===== config.mk =====
export PLATFORM = sky130hd
export DESIGN_NAME = pic_controller
export DESIGN_NICKNAME = d
export VERILOG_FILES = /design/src/pic_pkg.sv /design/src/pic_controller.sv
export SDC_FILE = /design/constraint.sdc
export NUM_CORES = 1
export LEC_CHECK = 0
export BUFFER_PORTS_ARGS = -buffer_cell sky130_fd_sc_hd__buf_2
export CORE_MARGIN = 10
export CORE_UTILIZATION = 45
export DETAILED_ROUTE_END_ITERATION = 6
export GPL_ROUTABILITY_DRIVEN = 0
export PLACE_DENSITY = 0.67
export SYNTH_ARGS = -nofsm -noshare
export SYNTH_HDL_FRONTEND = slang
export SYNTH_SLANG_ARGS = --single-unit
export TNS_END_PERCENT = 1

===== constraint.sdc =====
create_clock -name ref_clk_in -period 28.4 [get_ports ref_clk_in]
set_input_delay 1.42 -clock ref_clk_in [delete_from_list [all_inputs] [get_ports ref_clk_in]]
set_output_delay 1.42 -clock ref_clk_in [all_outputs]
set_load 0.01 [all_outputs]

===== src/pic_pkg.sv =====
// package: register map, reset values, vectors and carrier types of the interrupt controller
package pic_pkg;

  // register word indices; the apb byte address is four times the index
  localparam logic [7:0] PIC_IDX_EXT_EN   = 8'ha6;
  localparam logic [7:0] PIC_IDX_EN0      = 8'ha8;
  localparam logic [7:0] PIC_IDX_PRIO_LO  = 8'ha9;
  localparam logic [7:0] PIC_IDX_EN1      = 8'hb8;
  localparam logic [7:0] PIC_IDX_PRIO_HI  = 8'hb9;
  localparam logic [7:0] PIC_IDX_FLAGS    = 8'hc0;
  localparam logic [7:0] PIC_IDX_STATUS   = 8'hc4;
  localparam logic [7:0] PIC_IDX_CTRL     = 8'hc8;

  // reset values and write masks
  localparam logic [7:0] PIC_EXT_EN_RST   = 8'h01;
  localparam logic [7:0] PIC_EN0_RST      = 8'h00;
  localparam logic [7:0] PIC_EN1_RST      = 8'h00;
  localparam logic [7:0] PIC_PRIO_RST     = 8'h00;
  localparam logic [7:0] PIC_FLAGS_RST    = 8'h00;
  localparam logic [7:0] PIC_PRIO_MASK    = 8'h3f;
  localparam logic [7:0] PIC_EN0_MASK     = 8'hbf;
  localparam logic [7:0] PIC_EN1_MASK     = 8'hbf;
  localparam logic [7:0] PIC_EXT_MASK     = 8'h3f;

  // bit positions
  localparam int PIC_EN0_GLOBAL = 7;
  localparam int PIC_EXT_PIN0   = 3;

  // slot count constant, 14; the controller uses 12 vector slots, indexed in ascending vector order
  localparam int PIC_NSRC = 14;
  localparam int PIC_SRC_W = 4;

  // vector addresses, index order is also tie-break order
  localparam logic [15:0] PIC_VEC_PIN      = 16'h0003;
  localparam logic [15:0] PIC_VEC_T0       = 16'h000b;
  localparam logic [15:0] PIC_VEC_PFAIL    = 16'h0013;
  localparam logic [15:0] PIC_VEC_T1       = 16'h001b;
  localparam logic [15:0] PIC_VEC_SERIAL   = 16'h0023;
  localparam logic [15:0] PIC_VEC_T2       = 16'h002b;
  localparam logic [15:0] PIC_VEC_RFSPI    = 16'h0043;
  localparam logic [15:0] PIC_VEC_RADIO    = 16'h004b;
  localparam logic [15:0] PIC_VEC_SBUS     = 16'h0053;
  localparam logic [15:0] PIC_VEC_WAKEPIN  = 16'h005b;
  localparam logic [15:0] PIC_VEC_MISC     = 16'h0063;
  localparam logic [15:0] PIC_VEC_COUNTER  = 16'h006b;

  typedef enum logic [1:0] {
    PIC_IDLE = 2'b00,
    PIC_ACK  = 2'b01
  } pic_state_t;

  // request inputs from peripherals (all already in the core clock domain except the pins)
  typedef struct packed {
    logic timer0_overflow;
    logic timer1_overflow;
    logic timer2_overflow;
    logic timer2_reload;
    logic serial_receive;
    logic serial_transmit;
    logic power_fail_request_n;
    logic rf_spi_ready_request;
    logic radio_request;
    logic spi_master_done;
    logic spi_slave_done;
    logic two_wire_done;
    logic crystal_started_event;
    logic converter_ready_event;
    logic random_ready_event;
    logic counter_wakeup;
  } pic_src_t;

  // core request: vector offered with its priority level; accept and handler return use separate inputs
  typedef struct packed {
    logic        req;
    logic [15:0] vector;
    logic [1:0]  level;
  } pic_core_req_t;

endpackage : pic_pkg


===== src/pic_controller.sv =====
// prioritized interrupt controller with apb register access
//
// Register access over APB was decided locally.
`timescale 1ns/100ps
`default_nettype none
//
// Overview of operation
// - offer taken request's vector; preempt running handler only at strictly higher level
// - timer 0 overflow vectors 0x000b, timer 1 0x001b, both active high
// - power failure request is falling edge only, latched until taken, vector 0x0013
// - serial receive and transmit are active high, shared vector 0x0023
// - timer 2 overflow and reload are active high, shared vector 0x002b
// - spi master, spi slave, two-wire done trigger on either edge, vector 0x0053
// - miscellaneous is or of three ready events, rising edge, vector 0x0063
// - wakeup pin vectors 0x005b, counter wakeup 0x006b, both rising edge
// - wakeup pin polarity set by operating mode bit 2, rising at controller
// - radio, wakeup pin, misc, counter need wakeup configuration enable
// - enable 0 bit 7 is global enable, clear blocks every request
// - enable 0 bits: 5 timer2, 4 serial, 3 timer1, 2 power, 1 timer0, 0 pin
// - enable 1 bits: 7 reload, 5 counter, 4 misc, 3 wake pin, 2 bus, 1 rf, 0 rfspi
// - two-wire, spi master, spi slave share a line, enabled by extended bits 2..0
// - extended bits 5,4,3 route pins 2,1,0 to pin request; resets to 0x01
// - six priority groups pairing sources as listed
// - group n level from bit n of high and low priority registers
// - level is high bit then low bit, 11 highest
// - request flag register holds the eight listed flags
// - flag bits 5..1 auto clear when serviced; bits 7, 6, 0 do not
module pic_controller
  import pic_pkg::*;
(
  input  wire logic        ref_clk_in,
  input  wire logic        rst_n_in,
  input  wire logic        psel_in,
  input  wire logic        penable_in,
  input  wire logic        pwrite_in,
  input  wire logic [11:0] paddr_in,
  input  wire logic [31:0] pwdata_in,
  output logic      [31:0] prdata_out,
  output logic             pready_out,
  output logic             pslverr_out,
  input  wire pic_src_t    src_in,
  input  wire logic [2:0]  general_pin_in,
  input  wire logic        wakeup_pin_in,
  input  wire logic        wakeup_pin_polarity_in,
  input  wire logic [3:0]  wakeup_configuration_in,
  output pic_core_req_t    core_req_out,
  input  wire logic        core_ack_in,
  input  wire logic        core_return_in
);

  ////////////////////////////////////////////////////////////////////////////
  // registers and pin synchronisers
  logic [7:0]  ext_en_reg, en0_reg, en1_reg, prio_lo_reg, prio_hi_reg, flags_reg;
  logic [7:0]  flags_next;
  logic [2:0]  gp_meta_reg, gp_sync_reg, gp_prev_reg;
  logic [1:0]  wp_meta_reg, wp_sync_reg;
  logic        wp_prev_reg;
  wire logic   wp_level = wp_sync_reg[0] ^ ~wp_sync_reg[1];
  pic_src_t    src_prev_reg;
  logic [13:0] pend_reg, pend_next;
  logic [3:0]  act_reg, act_next;   // one bit per level in service
  pic_state_t  state_reg;
  logic [3:0]  ack_idx_reg;
  pic_core_req_t req_reg;

  function automatic logic [1:0] top_level(input logic [3:0] act);
    top_level = act[3] ? 2'd3 : act[2] ? 2'd2 : act[1] ? 2'd1 : 2'd0;
  endfunction : top_level

  always_ff @(posedge ref_clk_in or negedge rst_n_in) begin
    if (!rst_n_in) begin
      gp_meta_reg <= 3'h7;
      gp_sync_reg <= 3'h7;
      gp_prev_reg <= 3'h7;
      // polarity high, pin low: the conditioned level starts low, so no false edge after reset
      wp_meta_reg <= 2'h2;
      wp_sync_reg <= 2'h2;
      wp_prev_reg <= 1'b0;
      src_prev_reg <= '0;
    end else begin
      gp_meta_reg <= general_pin_in;
      gp_sync_reg <= gp_meta_reg;
      gp_prev_reg <= gp_sync_reg;
      wp_meta_reg <= {wakeup_pin_polarity_in, wakeup_pin_in};
      wp_sync_reg <= wp_meta_reg;
      wp_prev_reg <= wp_level;
      src_prev_reg <= src_in;
    end
  end

  ////////////////////////////////////////////////////////////////////////////
  // source conditioning
  wire logic [2:0] pin_sel   = ext_en_reg[5:3];
  wire logic       pin_now   = |(pin_sel & ~gp_sync_reg);
  wire logic       pin_was   = |(pin_sel & ~gp_prev_reg);
  wire logic       pin_evt   = pin_now & ~pin_was;
  wire logic       wp_evt    = wp_level & ~wp_prev_reg & wakeup_configuration_in[1];
  wire logic       pf_evt    = ~src_in.power_fail_request_n & src_prev_reg.power_fail_request_n;
  wire logic       rf_evt    = (src_in.radio_request ^ src_prev_reg.radio_request)
                             & wakeup_configuration_in[0];
  wire logic [2:0] sb_now    = {src_in.two_wire_done, src_in.spi_master_done, src_in.spi_slave_done};
  wire logic [2:0] sb_old    = {src_prev_reg.two_wire_done, src_prev_reg.spi_master_done,
                                src_prev_reg.spi_slave_done};
  wire logic       sb_evt    = |((sb_now ^ sb_old) & ext_en_reg[2:0]);
  wire logic       misc_now  = src_in.crystal_started_event | src_in.converter_ready_event
                             | src_in.random_ready_event;
  wire logic       misc_old  = src_prev_reg.crystal_started_event | src_prev_reg.converter_ready_event
                             | src_prev_reg.random_ready_event;
  wire logic       misc_evt  = misc_now & ~misc_old & wakeup_configuration_in[2];
  wire logic       cnt_evt   = src_in.counter_wakeup & ~src_prev_reg.counter_wakeup
                             & wakeup_configuration_in[3];

  // slot order 0..11 is ascending vector order; timer 0, timer 1 and serial slots are level driven, timer2 is flag latched
  localparam int S_PIN = 0, S_T0 = 1, S_PF = 2, S_T1 = 3, S_SER = 4, S_T2 = 5, S_RFSPI = 6;
  localparam int S_RF = 7, S_SB = 8, S_WP = 9, S_MISC = 10, S_CNT = 11;

  ////////////////////////////////////////////////////////////////////////////
  // flags register: hardware set beats software clear
  wire logic apb_wr   = psel_in & penable_in & pwrite_in;
  wire logic [7:0] word = paddr_in[9:2];
  wire logic wr_flags = apb_wr & (word == PIC_IDX_FLAGS);
  wire logic [7:0] flag_set = {src_in.timer2_reload, src_in.timer2_overflow, cnt_evt, misc_evt,
                               wp_evt, sb_evt, rf_evt, src_in.rf_spi_ready_request};
  wire logic [7:0] auto_clr = 8'h3e;

  always_comb begin
    flags_next = flags_reg;
    if (wr_flags)
      flags_next = pwdata_in[7:0];
    if (state_reg == PIC_ACK && core_ack_in) begin
      case (ack_idx_reg)
        4'(S_RF):   flags_next[1] = flags_next[1] & ~auto_clr[1];
        4'(S_SB):   flags_next[2] = flags_next[2] & ~auto_clr[2];
        4'(S_WP):   flags_next[3] = flags_next[3] & ~auto_clr[3];
        4'(S_MISC): flags_next[4] = flags_next[4] & ~auto_clr[4];
        4'(S_CNT):  flags_next[5] = flags_next[5] & ~auto_clr[5];
        default:    flags_next = flags_next;
      endcase
    end
    flags_next = flags_next | flag_set;
  end

  ////////////////////////////////////////////////////////////////////////////
  // pending latches for edge sources outside the flag register
  always_comb begin
    pend_next = pend_reg;
    if (state_reg == PIC_ACK && core_ack_in)
      pend_next[ack_idx_reg] = 1'b0;
    pend_next[S_PIN] = pend_next[S_PIN] | pin_evt;
    pend_next[S_PF]  = pend_next[S_PF] | pf_evt;
  end

  // raw request per slot, before enables
  wire logic [11:0] raw = {flags_reg[5], flags_reg[4], flags_reg[3], flags_reg[2], flags_reg[1],
                           flags_reg[0], flags_reg[6] | flags_reg[7],
                           src_in.serial_receive | src_in.serial_transmit,
                           src_in.timer1_overflow, pend_reg[S_PF], src_in.timer0_overflow,
                           pend_reg[S_PIN]};
  wire logic        glob = en0_reg[PIC_EN0_GLOBAL];
  wire logic [11:0] ena  = {en1_reg[5], en1_reg[4], en1_reg[3], en1_reg[2], en1_reg[1], en1_reg[0],
                            en0_reg[5] & (flags_reg[6] | en1_reg[7]),
                            en0_reg[4], en0_reg[3], en0_reg[2], en0_reg[1], en0_reg[0]};
  wire logic [11:0] live = glob ? (raw & ena) : 12'h000;

  // group of each slot, in slot order
  function automatic logic [2:0] group_of(input int s);
    case (s)
      S_PIN, S_RFSPI: group_of = 3'd0;
      S_T0, S_RF:     group_of = 3'd1;
      S_PF, S_SB:     group_of = 3'd2;
      S_T1, S_WP:     group_of = 3'd3;
      S_SER, S_MISC:  group_of = 3'd4;
      default:        group_of = 3'd5;
    endcase
  endfunction : group_of

  function automatic logic [15:0] vec_of(input logic [3:0] s);
    case (s)
      4'd0:    vec_of = PIC_VEC_PIN;
      4'd1:    vec_of = PIC_VEC_T0;
      4'd2:    vec_of = PIC_VEC_PFAIL;
      4'd3:    vec_of = PIC_VEC_T1;
      4'd4:    vec_of = PIC_VEC_SERIAL;
      4'd5:    vec_of = PIC_VEC_T2;
      4'd6:    vec_of = PIC_VEC_RFSPI;
      4'd7:    vec_of = PIC_VEC_RADIO;
      4'd8:    vec_of = PIC_VEC_SBUS;
      4'd9:    vec_of = PIC_VEC_WAKEPIN;
      4'd10:   vec_of = PIC_VEC_MISC;
      default: vec_of = PIC_VEC_COUNTER;
    endcase
  endfunction : vec_of

  ////////////////////////////////////////////////////////////////////////////
  // arbitration: highest level, then lowest slot
  logic [3:0] win_idx;
  logic [1:0] win_lvl;
  logic       win_ok;
  always_comb begin
    logic [1:0] l;
    l       = 2'd0;
    win_idx = 4'd0;
    win_lvl = 2'd0;
    win_ok  = 1'b0;
    for (int s = 11; s >= 0; s--) begin
      l = {prio_hi_reg[group_of(s)], prio_lo_reg[group_of(s)]};
      if (live[s] && (!win_ok || l >= win_lvl)) begin
        win_idx = 4'(s);
        win_lvl = l;
        win_ok  = 1'b1;
      end
    end
  end

  wire logic busy     = |act_reg;
  wire logic can_take = win_ok && (!busy || win_lvl > top_level(act_reg));

  always_comb begin
    act_next = act_reg;
    if (core_return_in)
      act_next[top_level(act_reg)] = 1'b0;
    if (state_reg == PIC_ACK && core_ack_in)
      act_next[req_reg.level] = 1'b1;
  end

  always_ff @(posedge ref_clk_in or negedge rst_n_in) begin
    if (!rst_n_in) begin
      state_reg   <= PIC_IDLE;
      ack_idx_reg <= 4'd0;
      req_reg     <= '0;
      act_reg     <= 4'h0;
      pend_reg    <= 14'h0000;
      flags_reg   <= PIC_FLAGS_RST;
    end else begin
      act_reg   <= act_next;
      pend_reg  <= pend_next;
      flags_reg <= flags_next;
      case (state_reg)
        PIC_IDLE: begin
          if (can_take) begin
            state_reg   <= PIC_ACK;
            ack_idx_reg <= win_idx;
            req_reg     <= '{req: 1'b1, vector: vec_of(win_idx), level: win_lvl};
          end
        end
        PIC_ACK: begin
          if (core_ack_in) begin
            state_reg   <= PIC_IDLE;
            req_reg.req <= 1'b0;
          end
        end
        default: state_reg <= PIC_IDLE;
      endcase
    end
  end

  assign core_req_out = req_reg;

  ////////////////////////////////////////////////////////////////////////////
  // apb slave, zero wait states
  always_ff @(posedge ref_clk_in or negedge rst_n_in) begin
    if (!rst_n_in) begin
      ext_en_reg  <= PIC_EXT_EN_RST;
      en0_reg     <= PIC_EN0_RST;
      en1_reg     <= PIC_EN1_RST;
      prio_lo_reg <= PIC_PRIO_RST;
      prio_hi_reg <= PIC_PRIO_RST;
    end else if (apb_wr) begin
      case (word)
        PIC_IDX_EXT_EN:  ext_en_reg  <= pwdata_in[7:0] & PIC_EXT_MASK;
        PIC_IDX_EN0:     en0_reg     <= pwdata_in[7:0] & PIC_EN0_MASK;
        PIC_IDX_EN1:     en1_reg     <= pwdata_in[7:0] & PIC_EN1_MASK;
        PIC_IDX_PRIO_LO: prio_lo_reg <= pwdata_in[7:0] & PIC_PRIO_MASK;
        PIC_IDX_PRIO_HI: prio_hi_reg <= pwdata_in[7:0] & PIC_PRIO_MASK;
        default:         en0_reg     <= en0_reg;
      endcase
    end
  end

  wire logic mapped = (word == PIC_IDX_EXT_EN) || (word == PIC_IDX_EN0) || (word == PIC_IDX_EN1)
                   || (word == PIC_IDX_PRIO_LO) || (word == PIC_IDX_PRIO_HI)
                   || (word == PIC_IDX_FLAGS) || (word == PIC_IDX_STATUS);
  wire logic [7:0] rd_byte =
      (word == PIC_IDX_EXT_EN)  ? ext_en_reg  :
      (word == PIC_IDX_EN0)     ? en0_reg     :
      (word == PIC_IDX_EN1)     ? en1_reg     :
      (word == PIC_IDX_PRIO_LO) ? prio_lo_reg :
      (word == PIC_IDX_PRIO_HI) ? prio_hi_reg :
      (word == PIC_IDX_FLAGS)   ? flags_reg   :
      (word == PIC_IDX_STATUS)  ? {act_reg, ack_idx_reg} : 8'h00;

  assign prdata_out  = {24'h000000, rd_byte};
  assign pready_out  = 1'b1;
  assign pslverr_out = psel_in & penable_in & (~mapped | (pwrite_in & (word == PIC_IDX_STATUS)));

  ////////////////////////////////////////////////////////////////////////////
  // checks
  AST_GLOBAL_OFF: assert property (@(posedge ref_clk_in) disable iff (!rst_n_in)
    (state_reg == PIC_IDLE && !en0_reg[PIC_EN0_GLOBAL]) |=> !core_req_out.req)
    else $error("request offered with global enable clear");
  AST_PREEMPT: assert property (@(posedge ref_clk_in) disable iff (!rst_n_in)
    $rose(core_req_out.req) && $past(busy) |-> core_req_out.level > $past(top_level(act_reg)))
    else $error("handler preempted by equal or lower level");
  AST_EXT_RESET: assert property (@(posedge ref_clk_in)
    $rose(rst_n_in) |-> ext_en_reg == 8'h01)
    else $error("extended enable reset value wrong");
  AST_T0_VEC: assert property (@(posedge ref_clk_in) disable iff (!rst_n_in)
    $rose(core_req_out.req) && ack_idx_reg == 4'(S_T0) |-> core_req_out.vector == 16'h000b)
    else $error("timer 0 vector wrong");
  AST_SB_VEC: assert property (@(posedge ref_clk_in) disable iff (!rst_n_in)
    $rose(core_req_out.req) && ack_idx_reg == 4'(S_SB) |-> core_req_out.vector == 16'h0053)
    else $error("serial bus vector wrong");
  AST_FLAG_SET: assert property (@(posedge ref_clk_in) disable iff (!rst_n_in)
    misc_evt |=> flags_reg[4])
    else $error("misc event lost");
  AST_NOCLR_T2: assert property (@(posedge ref_clk_in) disable iff (!rst_n_in)
    flags_reg[6] && !wr_flags |=> flags_reg[6])
    else $error("timer 2 flag cleared without software");
  AST_AUTOCLR: assert property (@(posedge ref_clk_in) disable iff (!rst_n_in)
    state_reg == PIC_ACK && core_ack_in && ack_idx_reg == 4'(S_RF) && !rf_evt && !wr_flags
    |=> !flags_reg[1])
    else $error("radio flag not auto cleared");

endmodule : pic_controller
`default_nettype wire


# Word-level counts from Yosys, hierarchy flattened

Memories as Yosys holds them, arrays and structs flattened.
Index checks and enable logic that the tools add are counted.

Add/sub/neg operators: 0
$mul: 0
Divide/modulo/power cells: 0
$lt $le $gt $ge: 18
Equal/unequal tests: 15
Shifts and indexed selects: 0
Muxes and demuxes: 69
Bitwise gates (word level): 47
Reduce and logical (&&, ||, !) cells: 60

Operator list:

| operator             | number |
|---|---|
| $mux W8              | 8 |
| $eq A8 B8 Y1 const B | 7 |
| $mux W4              | 14 |
| $mux W2              | 16 |
| $ge A2 B2 Y1         | 11 |
| $mux W1              | 22 |
| $mux W19             | 1 |
| $logic_or A1 B1 Y1   | 18 |
| $eq A4 B4 Y1 const B | 4 |
| $logic_and A1 B1 Y1  | 16 |
| $and A1 B1 Y1        | 15 |
| $and A14 B14 Y14     | 1 |
| $not A14 Y14         | 1 |
| $reduce_and A2 Y1    | 7 |
| $and A12 B12 Y12     | 1 |
| $logic_not A1 Y1     | 12 |
| $mux W12             | 1 |
| $or A1 B1 Y1         | 10 |
| $and A3 B3 Y3        | 3 |
| $reduce_or A3 Y1     | 3 |
| $or A8 B8 Y8         | 1 |
| $not A1 Y1           | 7 |
| $lt A2 B3 Y1 const B | 2 |
| $mux W6              | 1 |
| 22 further kinds     | 27 |

Register bits after elaboration: 106
Latch bits: 0
Memory bits (writable): 0
ROM bits: 64
Output and inout bits: 53
Memories kept: 1

Memories:

| name            | words | bits a word | rd ports | clocked after memory_dff | write ports | RTL line              | source |
|---|---|---|---|---|---|---|---|
| (no name shown) | 16    | 4           | 1        | 0                        | 0           | pic_controller.sv:178 | `case (s)` |

# Depth between registers and ports, before layout

Gate-level depths: netlist of run 1.

Depth after elaboration: 54
Depth in mapped cells: 83
Mapped depth without buffers: 81

# Worst setup path before layout of run 1

No wires, ideal clock.

Path kind: reg2reg
Start: register en0_reg[7]
End: register ack_idx_reg[2]
Setup time: 83 ps
Arrival: 14701 ps
Path slack: 13617 ps
Stages on the path, launching flop included: 80
Buffers on the path: 3
Period minus slack after synthesis: 14783 ps
Cells stage by stage: dfrtp_1 > buf_4 > clkbuf_1 > nand4_1 > ha_1 > or3b_2 > a21oi_1 > a2bb2oi_1 > nand2b_1 > ha_1 > a211oi_1 > or2_2 > mux2i_1 > and2_1 > ha_1 > nand2b_1 > a211oi_1 > nor2_4 > (+44 left out) > o21ai_0 > o32a_1 > and3_4 > a211oi_4 > ha_1 > nand2b_1 > a211oi_1 > or2_2 > clkbuf_1 > nor2_1 > a21oi_1 > ha_1 > nand2_1 > o21ai_0 > a221o_1 > nor3b_1 > nand2_1 > o21ai_0

Longest elaborated chain between the ends: 50
Elaborated cells on any way between the ends: 84
Those cells by class: order compare: 12; mux: 36; reduce/logical: 36

RTL lines:

| what                                                    | RTL line              | source |
|---|---|---|
| from (decl)                                             | pic_controller.sv:53  | `logic [7:0] ext_en_reg, en0_reg, en1_reg, prio_lo_reg, prio_hi_reg, flags_reg;` |
| from (signal assigned)                                  | pic_controller.sv:271 | `PIC_IDX_EN0: en0_reg <= pwdata_in[7:0] & PIC_EN0_MASK;` |
| from (signal assigned)                                  | pic_controller.sv:275 | `default: en0_reg <= en0_reg;` |
| $mux W12 (*)                                            | pic_controller.sv:163 | `wire logic [11:0] live = glob ? (raw & ena) : 12'h000;` |
| $mux W2 / $mux W1 (equally long branches)               | pic_controller.sv:207 | `if (live[s] && (!win_ok \|\| l >= win_lvl)) begin` |
| $ge A2 B2 Y1 / $logic_not A1 Y1 (equally long branches) | pic_controller.sv:207 |  |
| $logic_or A1 B1 Y1                                      | pic_controller.sv:207 |  |
| $logic_and A1 B1 Y1                                     | pic_controller.sv:207 |  |
| $mux W2 / $mux W1 (equally long branches)               | pic_controller.sv:207 |  |
| $ge A2 B2 Y1 / $logic_not A1 Y1 (equally long branches) | pic_controller.sv:207 |  |
| $logic_or A1 B1 Y1                                      | pic_controller.sv:207 |  |
| (+35 left out)                                          | n/a                   |  |
| $logic_or A1 B1 Y1                                      | pic_controller.sv:207 |  |
| $logic_and A1 B1 Y1                                     | pic_controller.sv:207 |  |
| $mux W2 (*)                                             | pic_controller.sv:207 |  |
| via win_lvl[1]                                          | pic_controller.sv:197 | `logic [1:0] win_lvl;` |
| $gt A2 B2 Y1 (*)                                        | pic_controller.sv:216 | `wire logic can_take = win_ok && (!busy \|\| win_lvl > top_level(act_reg));` |
| $logic_or A1 B1 Y1 (*)                                  | pic_controller.sv:216 |  |
| $logic_and A1 B1 Y1 (*)                                 | pic_controller.sv:216 |  |
| $reduce_and A2 Y1 (no line) (*)                         | n/a                   |  |
| to (signal assigned)                                    | pic_controller.sv:242 | `ack_idx_reg <= win_idx;` |
| to (decl)                                               | pic_controller.sv:63  | `logic [3:0] ack_idx_reg;` |

The timed path passes the listed nets; every way through them passes the cells marked *.
A chain may end at the register's enable or synchronous reset.

# Final worst setup path of run 1

Start: register prio_lo_reg[5]
End: register ack_idx_reg[2]

Longest elaborated chain between the ends: 49
Elaborated cells on any way between the ends: 81
Those cells by class: order compare: 12; mux: 34; reduce/logical: 35

RTL lines:

| what                                                    | RTL line              | source |
|---|---|---|
| from (decl)                                             | pic_controller.sv:53  |  |
| from (signal assigned)                                  | pic_controller.sv:273 | `PIC_IDX_PRIO_LO: prio_lo_reg <= pwdata_in[7:0] & PIC_PRIO_MASK;` |
| $mux W2                                                 | pic_controller.sv:207 |  |
| $ge A2 B2 Y1                                            | pic_controller.sv:207 |  |
| $logic_or A1 B1 Y1                                      | pic_controller.sv:207 |  |
| $logic_and A1 B1 Y1                                     | pic_controller.sv:207 |  |
| $mux W2 / $mux W1 (equally long branches)               | pic_controller.sv:207 |  |
| $ge A2 B2 Y1 / $logic_not A1 Y1 (equally long branches) | pic_controller.sv:207 |  |
| $logic_or A1 B1 Y1                                      | pic_controller.sv:207 |  |
| $logic_and A1 B1 Y1                                     | pic_controller.sv:207 |  |
| (+34 left out)                                          | n/a                   |  |
| $logic_or A1 B1 Y1                                      | pic_controller.sv:207 |  |
| $logic_and A1 B1 Y1                                     | pic_controller.sv:207 |  |
| $mux W2 (*)                                             | pic_controller.sv:207 |  |
| via win_lvl[1]                                          | pic_controller.sv:197 |  |
| $gt A2 B2 Y1 (*)                                        | pic_controller.sv:216 |  |
| $logic_or A1 B1 Y1 (*)                                  | pic_controller.sv:216 |  |
| $logic_and A1 B1 Y1 (*)                                 | pic_controller.sv:216 |  |
| $reduce_and A2 Y1 (no line) (*)                         | n/a                   |  |

Marks and branches as above.

==> results of run 1 <==
placed cells by master, fill, tap and decap left out, types with 3 or more instances in the layout:
cell	netlist	routed
o22ai_1	3	3
a31oi_1	4	4
o31ai_1	4	4
nand2_1	42	42
dfrtp_1	70	70
o21ai_0	35	35
a211o_1	4	4
inv_1	25	25
nor3_1	10	10
nand3_1	15	15
clkbuf_16	0	9
mux2_2	34	34
nor2_1	27	27
and3_1	7	7
a21oi_1	11	11
buf_2	0	64
xor2_1	4	4
dfstp_2	12	12
a22oi_1	5	5
o211ai_1	8	8
nand4_1	3	3
ha_1	19	19
a211oi_1	7	7
buf_4	37	3
and2_1	6	6
a222oi_1	9	9
nand3b_1	3	3
mux2i_1	15	15
a21o_1	4	4
conb_1	2	35
nor4b_1	3	3
nand2b_1	14	14
per-layer routing:
metal	global-route usage, %	up-vias	part of all wire [%]	routed length, microns
met5	0	-	0	0
met4	5.16	0	1.8	248
met3	5.03	18	7.3	1010
met2	28.2	190	49	6690
met1	20.7	1982	42	5740
li1	-	1938	-	-
where the power goes:
part / internal [uW] / switching, uW
Sequential: 121 / 2.83
Clock: 60.4 / 48.1
Combinational: 6.07 / 11.2
Total: 188 / 62.1
worst register-to-register path: cells and delay by family, from the launching register on:
kind                     cells  cell delay, ns
AO/OA/AOI/OAI               38            8.22
AND/OR/NAND/NOR             25            4.31
adder cells (fa/ha/maj)     12            3.15
flip-flops                   1            0.44
buffers and inverters        2            0.24
multiplexers                 1            0.22
layout make-up:
| class | count | area, sq um |
|---|---|---|
| fill | 985 | 5270 |
| sequential | 82 | 2070 |
| timing repair buffer | 67 | 343 |
| inverter | 25 | 93.8 |
| clock inverter | 6 | 50.0 |
| tap | 140 | 175 |
| clock buffer | 10 | 229 |
| multi-input combinational | 385 | 2710 |
worst paths after layout:
kind | slack, ns | from | end
max | 11.72 | prio_lo_reg[5] | ack_idx_reg[2]
min reg2reg | 0.36 | wp_meta_reg[1] | wp_sync_reg[1]
min | 0.36 | wp_meta_reg[1] | wp_sync_reg[1]
min in group asynchronous | 1.25 | rst_n_in | core_req_out[3]
max reg2reg | 11.72 | prio_lo_reg[5] | ack_idx_reg[2]
max in group asynchronous | 26.51 | rst_n_in | prio_hi_reg[2]
cells by family (layout without fill, tap and decap cells):
logic type	Yosys count	after routing	share of synthesized area, %
compound gates	130	130	19.8
other cells	2	35	0.148
xor+xnor	5	5	0.863
fa+ha+maj	19	19	4.69
buf+inv	74	108	8.34
simple gates	147	147	14.9
flops	82	82	40.7
mux	49	49	10.5
stage by stage:
stage               instances  utilization, %  setup WS, ns
finish                    715            51.8         11.72
detailed placement        699            49.3         11.94
global route              715            51.8         10.34
CTS                       715            51.8         11.90
global placement          699            49.3         12.37
floorplan                 541               -         13.62
==> results.md, run 1 <==
* Status: complete, no violations
* Power Total at 250 uW
* Antenna diodes at 0
* Reg clk slew, reported paths at ~0.060 ns
* Post-cts hold buffer count at 0
* Hold Path Depth at 0
* Critical Path Slowest Stage Cell: a2111oi_4
* Port Buffers at 65
* Power per cell area at 44.1 mW/mm^2
* Post-route ant nets at 0
* DRT iter0 DRCs at around 300
* Worst Path Arrival at 16.93 ns
* Top FF cell, synth: dfrtp_1
* Most frequent cell after synthesis: dfrtp_1
* Total Wirelength at 13700 microns
* CTS tree: built
* Share of layout cells above drive strength 1 at 25.7%
* Post-DP HPWL at roughly 11000 microns
* R2r worst-path depth at 78
* Cell area after synthesis at 0.00507 sq mm
* Design area at 0.00567 sq mm
* Worst path bufs/invs at 2
* Top cell family by delay on the critical path: compound AO/OA/AOI/OAI gates
* Final Cycle Share at approximately three fifths
* Vias per inst at 5.77
* Setup bufs post-CTS at 0
* Critical path depth at between 70 and 80
* Number of synthesized flops with an enable pin at 0
* Clock sink total at between 80 and 90
* Initial antenna violation count at 0
* Setup violations, final at 0
* Global-route wire length before repair at about 22000 microns
* Hold slack at between 0.3 and 0.4 ns
* Die width at around 130 microns
* DRC violations left at 0
* RSZ-0062 raised after global routing: false
* Leakage Power at between 0.002 and 0.003 uW
* Seq/Total Area, Yosys at between 40 and 50%
* Hold Path Class: reg2reg
* CP dominant cell by count: ha_1
* Initial DRT Pass Iterations at 5
* Synthesized area per cell at approximately 10 sq um
* Die Y at about 130 microns
* Synth cell types at slightly below 80
* Slew margin rel. at between 30 and 40%
* Worst endpoint required time at approximately 29 ns
* #FFs+latches synth at 82
* H-tree depth at 3
* Dominant cells by area after synthesis: dfrtp_1 35%, mux2_2 7.5%, dfstp_2 6.2%, buf_4 5.5%, ha_1 4.7%
* CP max stage delay at a little over 0.5 ns
* Worst Setup Path Type: reg2reg
* Post-CTS Resized at 0
* Post-synthesis async set-or-reset flop share at 100%
* Starting density of the core at between 40% and 50%
* Synth area leader: dfrtp_1
* VDD IR max at 0.0464 mV
* Vias post-DR at ~4100
* Fmax achieved at around 0.060 GHz
* Crit end category: flop
* Global Route Usage Sum at between 10% and 20%
* Crit path max fanout at 16
* Synth top area share at 34.5%
* Gate Count Post-Synth at just over 500
* Critical path startpoint category: flop
* Drt wl/cell at 19.1 microns
* Setup_tns at 0 ns
* Least-Margin Pin Slew at about 1 ns
* Global route overflow at 0
* Ports at ~130
* Max Cap Viol at 0
* Worst skew pair latency at about 0.34 ns
* CTS max path bufs at 2
* DP Area at approximately 0.0054 sq mm
* Rows at 38
* Area Growth Syn to Fin at 11.7%
* Clock skew at around 0.0057 ns
* NumNets Final at between 600 and 700
* Die area at between 0.015 and 0.02 sq mm
* Slew Limit Fails at 0
* Warnings, synthesis at 0
* Largest net degree at the start of global routing at between 80 and 90
* Commonest cells post-synth: 70 x dfrtp_1, 42 x nand2_1, 37 x buf_4
* Fin. Hold Viols at 0
* Clock root cell: clkbuf_16
* Num CTS Buffers at 9
* Vias in the first global route at 4082
* Min cycle time layout at 16.68 ns
* Core area at roughly 0.011 sq mm
Power figures use the tool's default switching activity.
==> inputs of run 2 (changes only) <==
clock period = 16 ns   (was 28.4 ns; I/O delays follow)
==> results.md, run 2 (synthesis gave the netlist of run 1 again) <==
* Design area at 0.00607 sq mm (+7.1%)
* Sw power at 112 uW (+81%)
* DP Area at 0.00544 sq mm (+0.98%)
* Hold Path Depth at 0 (unchanged)
* M2 GR Usage at 27.9% (-0.27 points)
* Starting density of the core at 46.4% (unchanged)
* Worst Setup Path Type: reg2reg
* CTS max path bufs at 2 (unchanged)
* Least-Margin Pin Slew at 1.25 ns (+0.250 ns)
* Num CTS Buffers at 9 (unchanged)
* Most frequent cells in the layout: 69 x dfrtp_1, 64 x buf_2, 41 x nand2_1
* VDD IR max at 0.0899 mV (+94%)
* CP max stage delay at 0.51 ns (about the same)
* Vias in the first global route at 4305 (+5.5%)
* Seq pwr share at 49.3% (-0.3 points)
* Critical path startpoint category: flop
* Top Usage Layer GRT: met2
* Antenna diodes at 0 (unchanged)
* Placed cells at 706 (+1.0%)
* Layout Cells excl Fill at 745 (+4.2%)
* R2r setup slk at 0.68 ns (-11.04 ns)
* Critical Path Slowest Stage Cell: or3b_2
* Crit path max fanout at 9 (-7)
* Reg2Reg Launch Point: flags_reg[5]
* Power per cell area at 73.4 mW/mm^2 (+67%)
* Vias per inst at 5.87 (+1.6%)
* Setup violations, final at 0 (unchanged)
* Initial antenna violation count at 0 (unchanged)
* Final Cycle Share at 95.7% (+37 points)
* Slew Limit Fails at 0 (unchanged)
* WHS Endpoint: wp_sync_reg[0]
* Crit end category: flop
* Largest net degree at the start of global routing at 83 (unchanged)
* Grt met3 use at 5.66% (+0.63 points)
* CTS tree: built
* Fmax achieved at 0.0653 GHz (+8.9%)
* Post-route ant nets at 0 (unchanged)
* Worst path bufs/invs at 3 (+1)
* NumNets Final at 695 (+4.5%)
* Global Route Usage Sum at 17.3% (+0.36 points)
* Worst Path Arrival at 15.55 ns (-1.38 ns)
* Clock root cell: clkbuf_16
* Int Pwr at 333 uW (+78%)
* Die width at 126 microns (unchanged)
* Min cycle time layout at 15.32 ns (-1.36 ns)
* Die area at 0.0159 sq mm (unchanged)
* Hold Path Class: reg2reg
* Clock skew at 0.00466 ns (-0.00102 ns)
* Most common cell after layout, fill and taps aside: dfrtp_1
* Share of layout cells above drive strength 1 at 33.1% (+7.3 points)
* Global-route wire length before repair at 22400 microns (+1.8%)
* Top cell family by delay on the critical path: compound AO/OA/AOI/OAI gates
* Combinational Power Share at 7.3% (+0.4 points)
* Hold_sp: wp_meta_reg[0]
* Fin. Hold Viols at 0 (unchanged)
* Ports at 129 (unchanged)
* Area Growth Syn to Fin at 19.6%
* Status: complete, no violations
* Slew margin rel. at 16.9% (-17 points)
* Post-DP HPWL at 11000 microns (+2.5%)
* Total Wirelength at 14500 microns (+6.3%)
* DRC violations left at 0 (unchanged)
* CP dominant cell by count: ha_1
* Leakage Power at 0.00287 uW (+9.4%)
* Reg-to-reg endpoint: ack_idx_reg[1]
* Util after Layout at 55.5% (+3.7 points)
* Worst skew pair latency at 0.34 ns (about the same)
* Clock sink total at 82 (unchanged)
* R2r worst-path depth at 79 (+1.3%)
* Rows at 38 (unchanged)
* Critical path depth at 79 (+1.3%)
* Worst endpoint required time at 16.23 ns (-12.42 ns)
* Global route overflow at 0 (unchanged)
* Vias post-DR at 4370 (+5.9%)
* Port Buffers at 65 (unchanged)
* Die Y at 126 microns (unchanged)
* DRT iter0 DRCs at 378 (+22%)
* GR Layer Usage met1 at 20.2% (-0.46 points)
* Reg clk slew, reported paths at 0.06 ns (about the same)
* Core area at 0.0109 sq mm (unchanged)
* H-tree depth at 3 (unchanged)
* Hold slack at 0.353 ns (-0.00241 ns)
* Max Cap Viol at 0 (unchanged)
* Part of the power in the clock network at 43.4% (about the same)
* Initial DRT Pass Iterations at 5 (unchanged)
* Drt wl/cell at 19.5 microns (+2.0%)
* Switching share of power at 25.2% (+0.31 points)
==> run 2: changes by cell type in the layout (fill, tap and decap cells not counted), moves of 2 or more <==
cell	previous run	this run
a21oi_4	0	2
a21oi_1	11	8
or2_2	2	0
nand2b_1	14	11
nand2b_4	0	3
a211oi_1	7	2
o21ai_1	1	5
o21ai_0	35	31
buf_4	3	33
or2_4	1	3
a211oi_2	0	5
==> run 2: timing repair <==
item / in CTS / in global routing
gates cloned: 0 / 0
hold buffers: 0 / 0
setup buffers: 0 / 23
gates resized for setup: 5 / 30
pin swaps: 0 / 21
setup endpoints to repair: 11 / 13
==> run 2: layout make-up <==
cell class / count / area [sq um]
clock buffer: 10 / 229
clock inverter: 6 / 50.0
fill: 988 / 4870
inverter: 25 / 93.8
multi-input combinational: 385 / 2880
sequential: 82 / 2070
tap: 140 / 175
timing repair buffer: 97 / 568
==> run 2: metal layers <==
metal | up-vias | part of all wire, %
li1 | 2006 | -
met1 | 2089 | 40
met2 | 227 | 47
met3 | 48 | 8.7
met4 | 0 | 4.2
met5 | - | 0
==> run 2: worst max path at each step <==
stage / endpoint / from
after floorplan: ack_idx_reg[3] / en0_reg[7]
after global placement: ack_idx_reg[3] / en1_reg[5]
after detailed placement: ack_idx_reg[3] / en1_reg[5]
after CTS: ack_idx_reg[3] / en1_reg[5]
after global routing: ack_idx_reg[1] / flags_reg[5]
final: ack_idx_reg[1] / flags_reg[5]
==> run 2: stage by stage <==
step	TNS (ns)	total power [uW]	worst slack (ns)
global route	-1.31	464	-0.181
finish	0	445	0.680
floorplan	0	243	1.22
CTS	0	449	0.0612
detailed placement	-1.16	254	-0.230
global placement	0	253	0.227
==> run 2: power by group through the flow <==
stage / Clock [uW] / Sequential, uW / Combinational, uW
finish: 193 / 220 / 32.6
global route: 207 / 220 / 36.4
CTS: 198 / 220 / 31.3
detailed placement: 0 / 223 / 31.0
global placement: 0 / 223 / 30.4
floorplan: 0 / 222 / 20.8
==> inputs of run 3 (changes only) <==
PLACE_DENSITY = 0.73   (was 0.67)
==> results.md, run 3 (synthesis gave the netlist of run 1 again) <==
* Status: complete, no violations
* Critical Path Slowest Stage Cell: a221o_2
* Slew margin rel. at 22.5% (+5.7 points)
* Max Cap Viol at 0 (unchanged)
* CP dominant cell by count: ha_1
* Reg2Reg Launch Point: en0_reg[7]
* Port Buffers at 65 (unchanged)
* Layout Cells excl Fill at 737 (-1.1%)
* Hold Path Depth at 0 (unchanged)
* DRT iter0 DRCs at 366 (-3.2%)
* Num CTS Buffers at 9 (unchanged)
* Post-cts hold buffer count at 0 (unchanged)
* Least-Margin Pin Slew at 1.16 ns (-0.0852 ns)
* CTS max path bufs at 2 (unchanged)
* WHS Endpoint: gp_sync_reg[1]
* R2r setup slk at 0.74 ns (+0.06 ns)
* Min cycle time layout at 15.26 ns (-0.0613 ns)
* Reg clk slew, reported paths at 0.06 ns (about the same)
* Critical path startpoint category: flop
* Design area at 0.00605 sq mm (-0.27%)
* Area Growth Syn to Fin at 19.2%
* Worst endpoint required time at 16.27 ns (+0.04 ns)
* Clock root cell: clkbuf_16
* Crit end category: flop
* Post-route ant nets at 0 (unchanged)
* Hold Path Class: reg2reg
* Most frequent cells in the layout: 69 x dfrtp_1, 64 x buf_2, 40 x nand2_1
* VDD IR max at 0.0971 mV (+8.0%)
* Final Cycle Share at 95.4% (-0.38 points)
* Power per cell area at 77.1 mW/mm^2 (+5.0%)
* DP Area at 0.00543 sq mm (-0.14%)
* R2r worst-path depth at 79 (unchanged)
* DRC violations left at 0 (unchanged)
* Most common cell after layout, fill and taps aside: dfrtp_1
* Setup violations, final at 0 (unchanged)
* Worst Path Arrival at 15.53 ns (-0.02 ns)
* Fin. Hold Viols at 0 (unchanged)
* Fmax achieved at 0.0655 GHz (+0.40%)
* Reg-to-reg endpoint: ack_idx_reg[2]
* Ports at 129 (unchanged)
* Largest net degree at the start of global routing at 83 (unchanged)
* CP max stage delay at 0.43 ns (-0.08 ns)
* Slew Limit Fails at 0 (unchanged)
* Worst Setup Path Type: reg2reg
* Die area at 0.0159 sq mm (unchanged)
* Leakage Power at 0.00285 uW (-0.81%)
* Global-route wire length before repair at 22600 microns (+0.67%)
* Filler cell count at 945 (-4.4%)
* Die width at 126 microns (unchanged)
* Hold slack at 0.356 ns (+0.00261 ns)
* Total Wirelength at 14300 microns (-1.9%)
* Crit path max fanout at 8 (-1)
* Setup_tns at 0 ns (unchanged)
* Initial DRT Pass Iterations at 5 (unchanged)
* Global route overflow at 0 (unchanged)
* Antenna diodes at 0 (unchanged)
* Die Y at 126 microns (unchanged)
* Hold_sp: gp_meta_reg[1]
* Core area at 0.0109 sq mm (unchanged)
* NumNets Final at 687 (-1.2%)
* Vias per inst at 5.81 (-0.93%)
* Placed cells at 705 (-0.14%)
* Global Route Usage Sum at 17.4% (+0.11 points)
* Starting density of the core at 46.4% (unchanged)
* H-tree depth at 3 (unchanged)
* Post-DP HPWL at 10900 microns (-1.3%)
* Vias in the first global route at 4426 (+2.8%)
* Drt wl/cell at 19.4 microns (-0.79%)
* Clock sink total at 82 (unchanged)
* Worst skew pair latency at 0.34 ns (about the same)
* Util after Layout at 55.3% (-0.15 points)
* Vias post-DR at 4283 (-2.0%)
* Initial antenna violation count at 0 (unchanged)
* Rows at 38 (unchanged)
* Share of layout cells above drive strength 1 at 33.0% (-0.060 points)
* CTS tree: built
* Clock skew at 0.00476 ns (+0.0000975 ns)
run 3: cell types whose count changed in the layout (fill, tap and decap cells not counted), sizes merged:
cell	change
clkinv	-1
inv	+1
buf	-8
clkinvlp	-1
bufinv	+1
run 3: how the worst max path moves through the flow:
| stage | start | end | cells after the start |
|---|---|---|---|
| after floorplan | en0_reg[7] | ack_idx_reg[3] | 79 |
| after global placement | en1_reg[5] | core_req_out[8] | 78 |
| after detailed placement | en1_reg[5] | core_req_out[8] | 79 |
| after CTS | prio_lo_reg[5] | core_req_out[8] | 78 |
| after global routing | en0_reg[7] | ack_idx_reg[3] | 79 |
| final | en0_reg[7] | ack_idx_reg[2] | 79 |
run 3: stage by stage:
stage,setup slack [ns],power (uW)
floorplan,1.22,243
global placement,0.228,253
detailed placement,-0.419,254
CTS,0.0121,470
global route,-0.153,483
finish,0.742,467
run 3: what timing repair did:
item / 4_1_cts / 5_1_grt
gates resized for setup: 11 / 33
setup buffers: 1 / 15
cloned: 0 / 0
pin swaps: 1 / 19
endpoints found under the setup margin: 12 / 13
run 3: report_power, final:
part           leakage [uW]  switching (uW)  internal, uW
registers          0.000998            5.05           215
clock network      0.000150            87.3           127
logic               0.00170            20.9          11.4
run 3: area by class of cell:
type / instances / area [sq um] / share of cell area [%]
Inverter: 25 / 93.8 / 1.55
Multi-Input combinational cell: 385 / 2890 / 47.8
Tap cell: 140 / 175 / 2.90
Timing Repair Buffer: 89 / 508 / 8.40
Clock buffer: 10 / 239 / 3.95
Sequential cell: 82 / 2070 / 34.2
Clock inverter: 6 / 72.6 / 1.20
run 3: per-layer routing:
layer | part of all wire [%] | track usage, %
met1 | 39 | 19.4
met2 | 47 | 28.8
met3 | 10 | 5.75
met4 | 4.5 | 9.44
met5 | 0 | 0
run 3: worst max-delay path, delay by kind of cell, from the launching register on:
family | cells | cell delay, ns
muxes | 2 | 0.50
adders and majority gates | 12 | 3.07
buffers and inverters | 2 | 0.17
DFF | 1 | 0.41
AOI/OAI and AO/OA | 37 | 7.11
and+or+nand+nor | 26 | 3.90
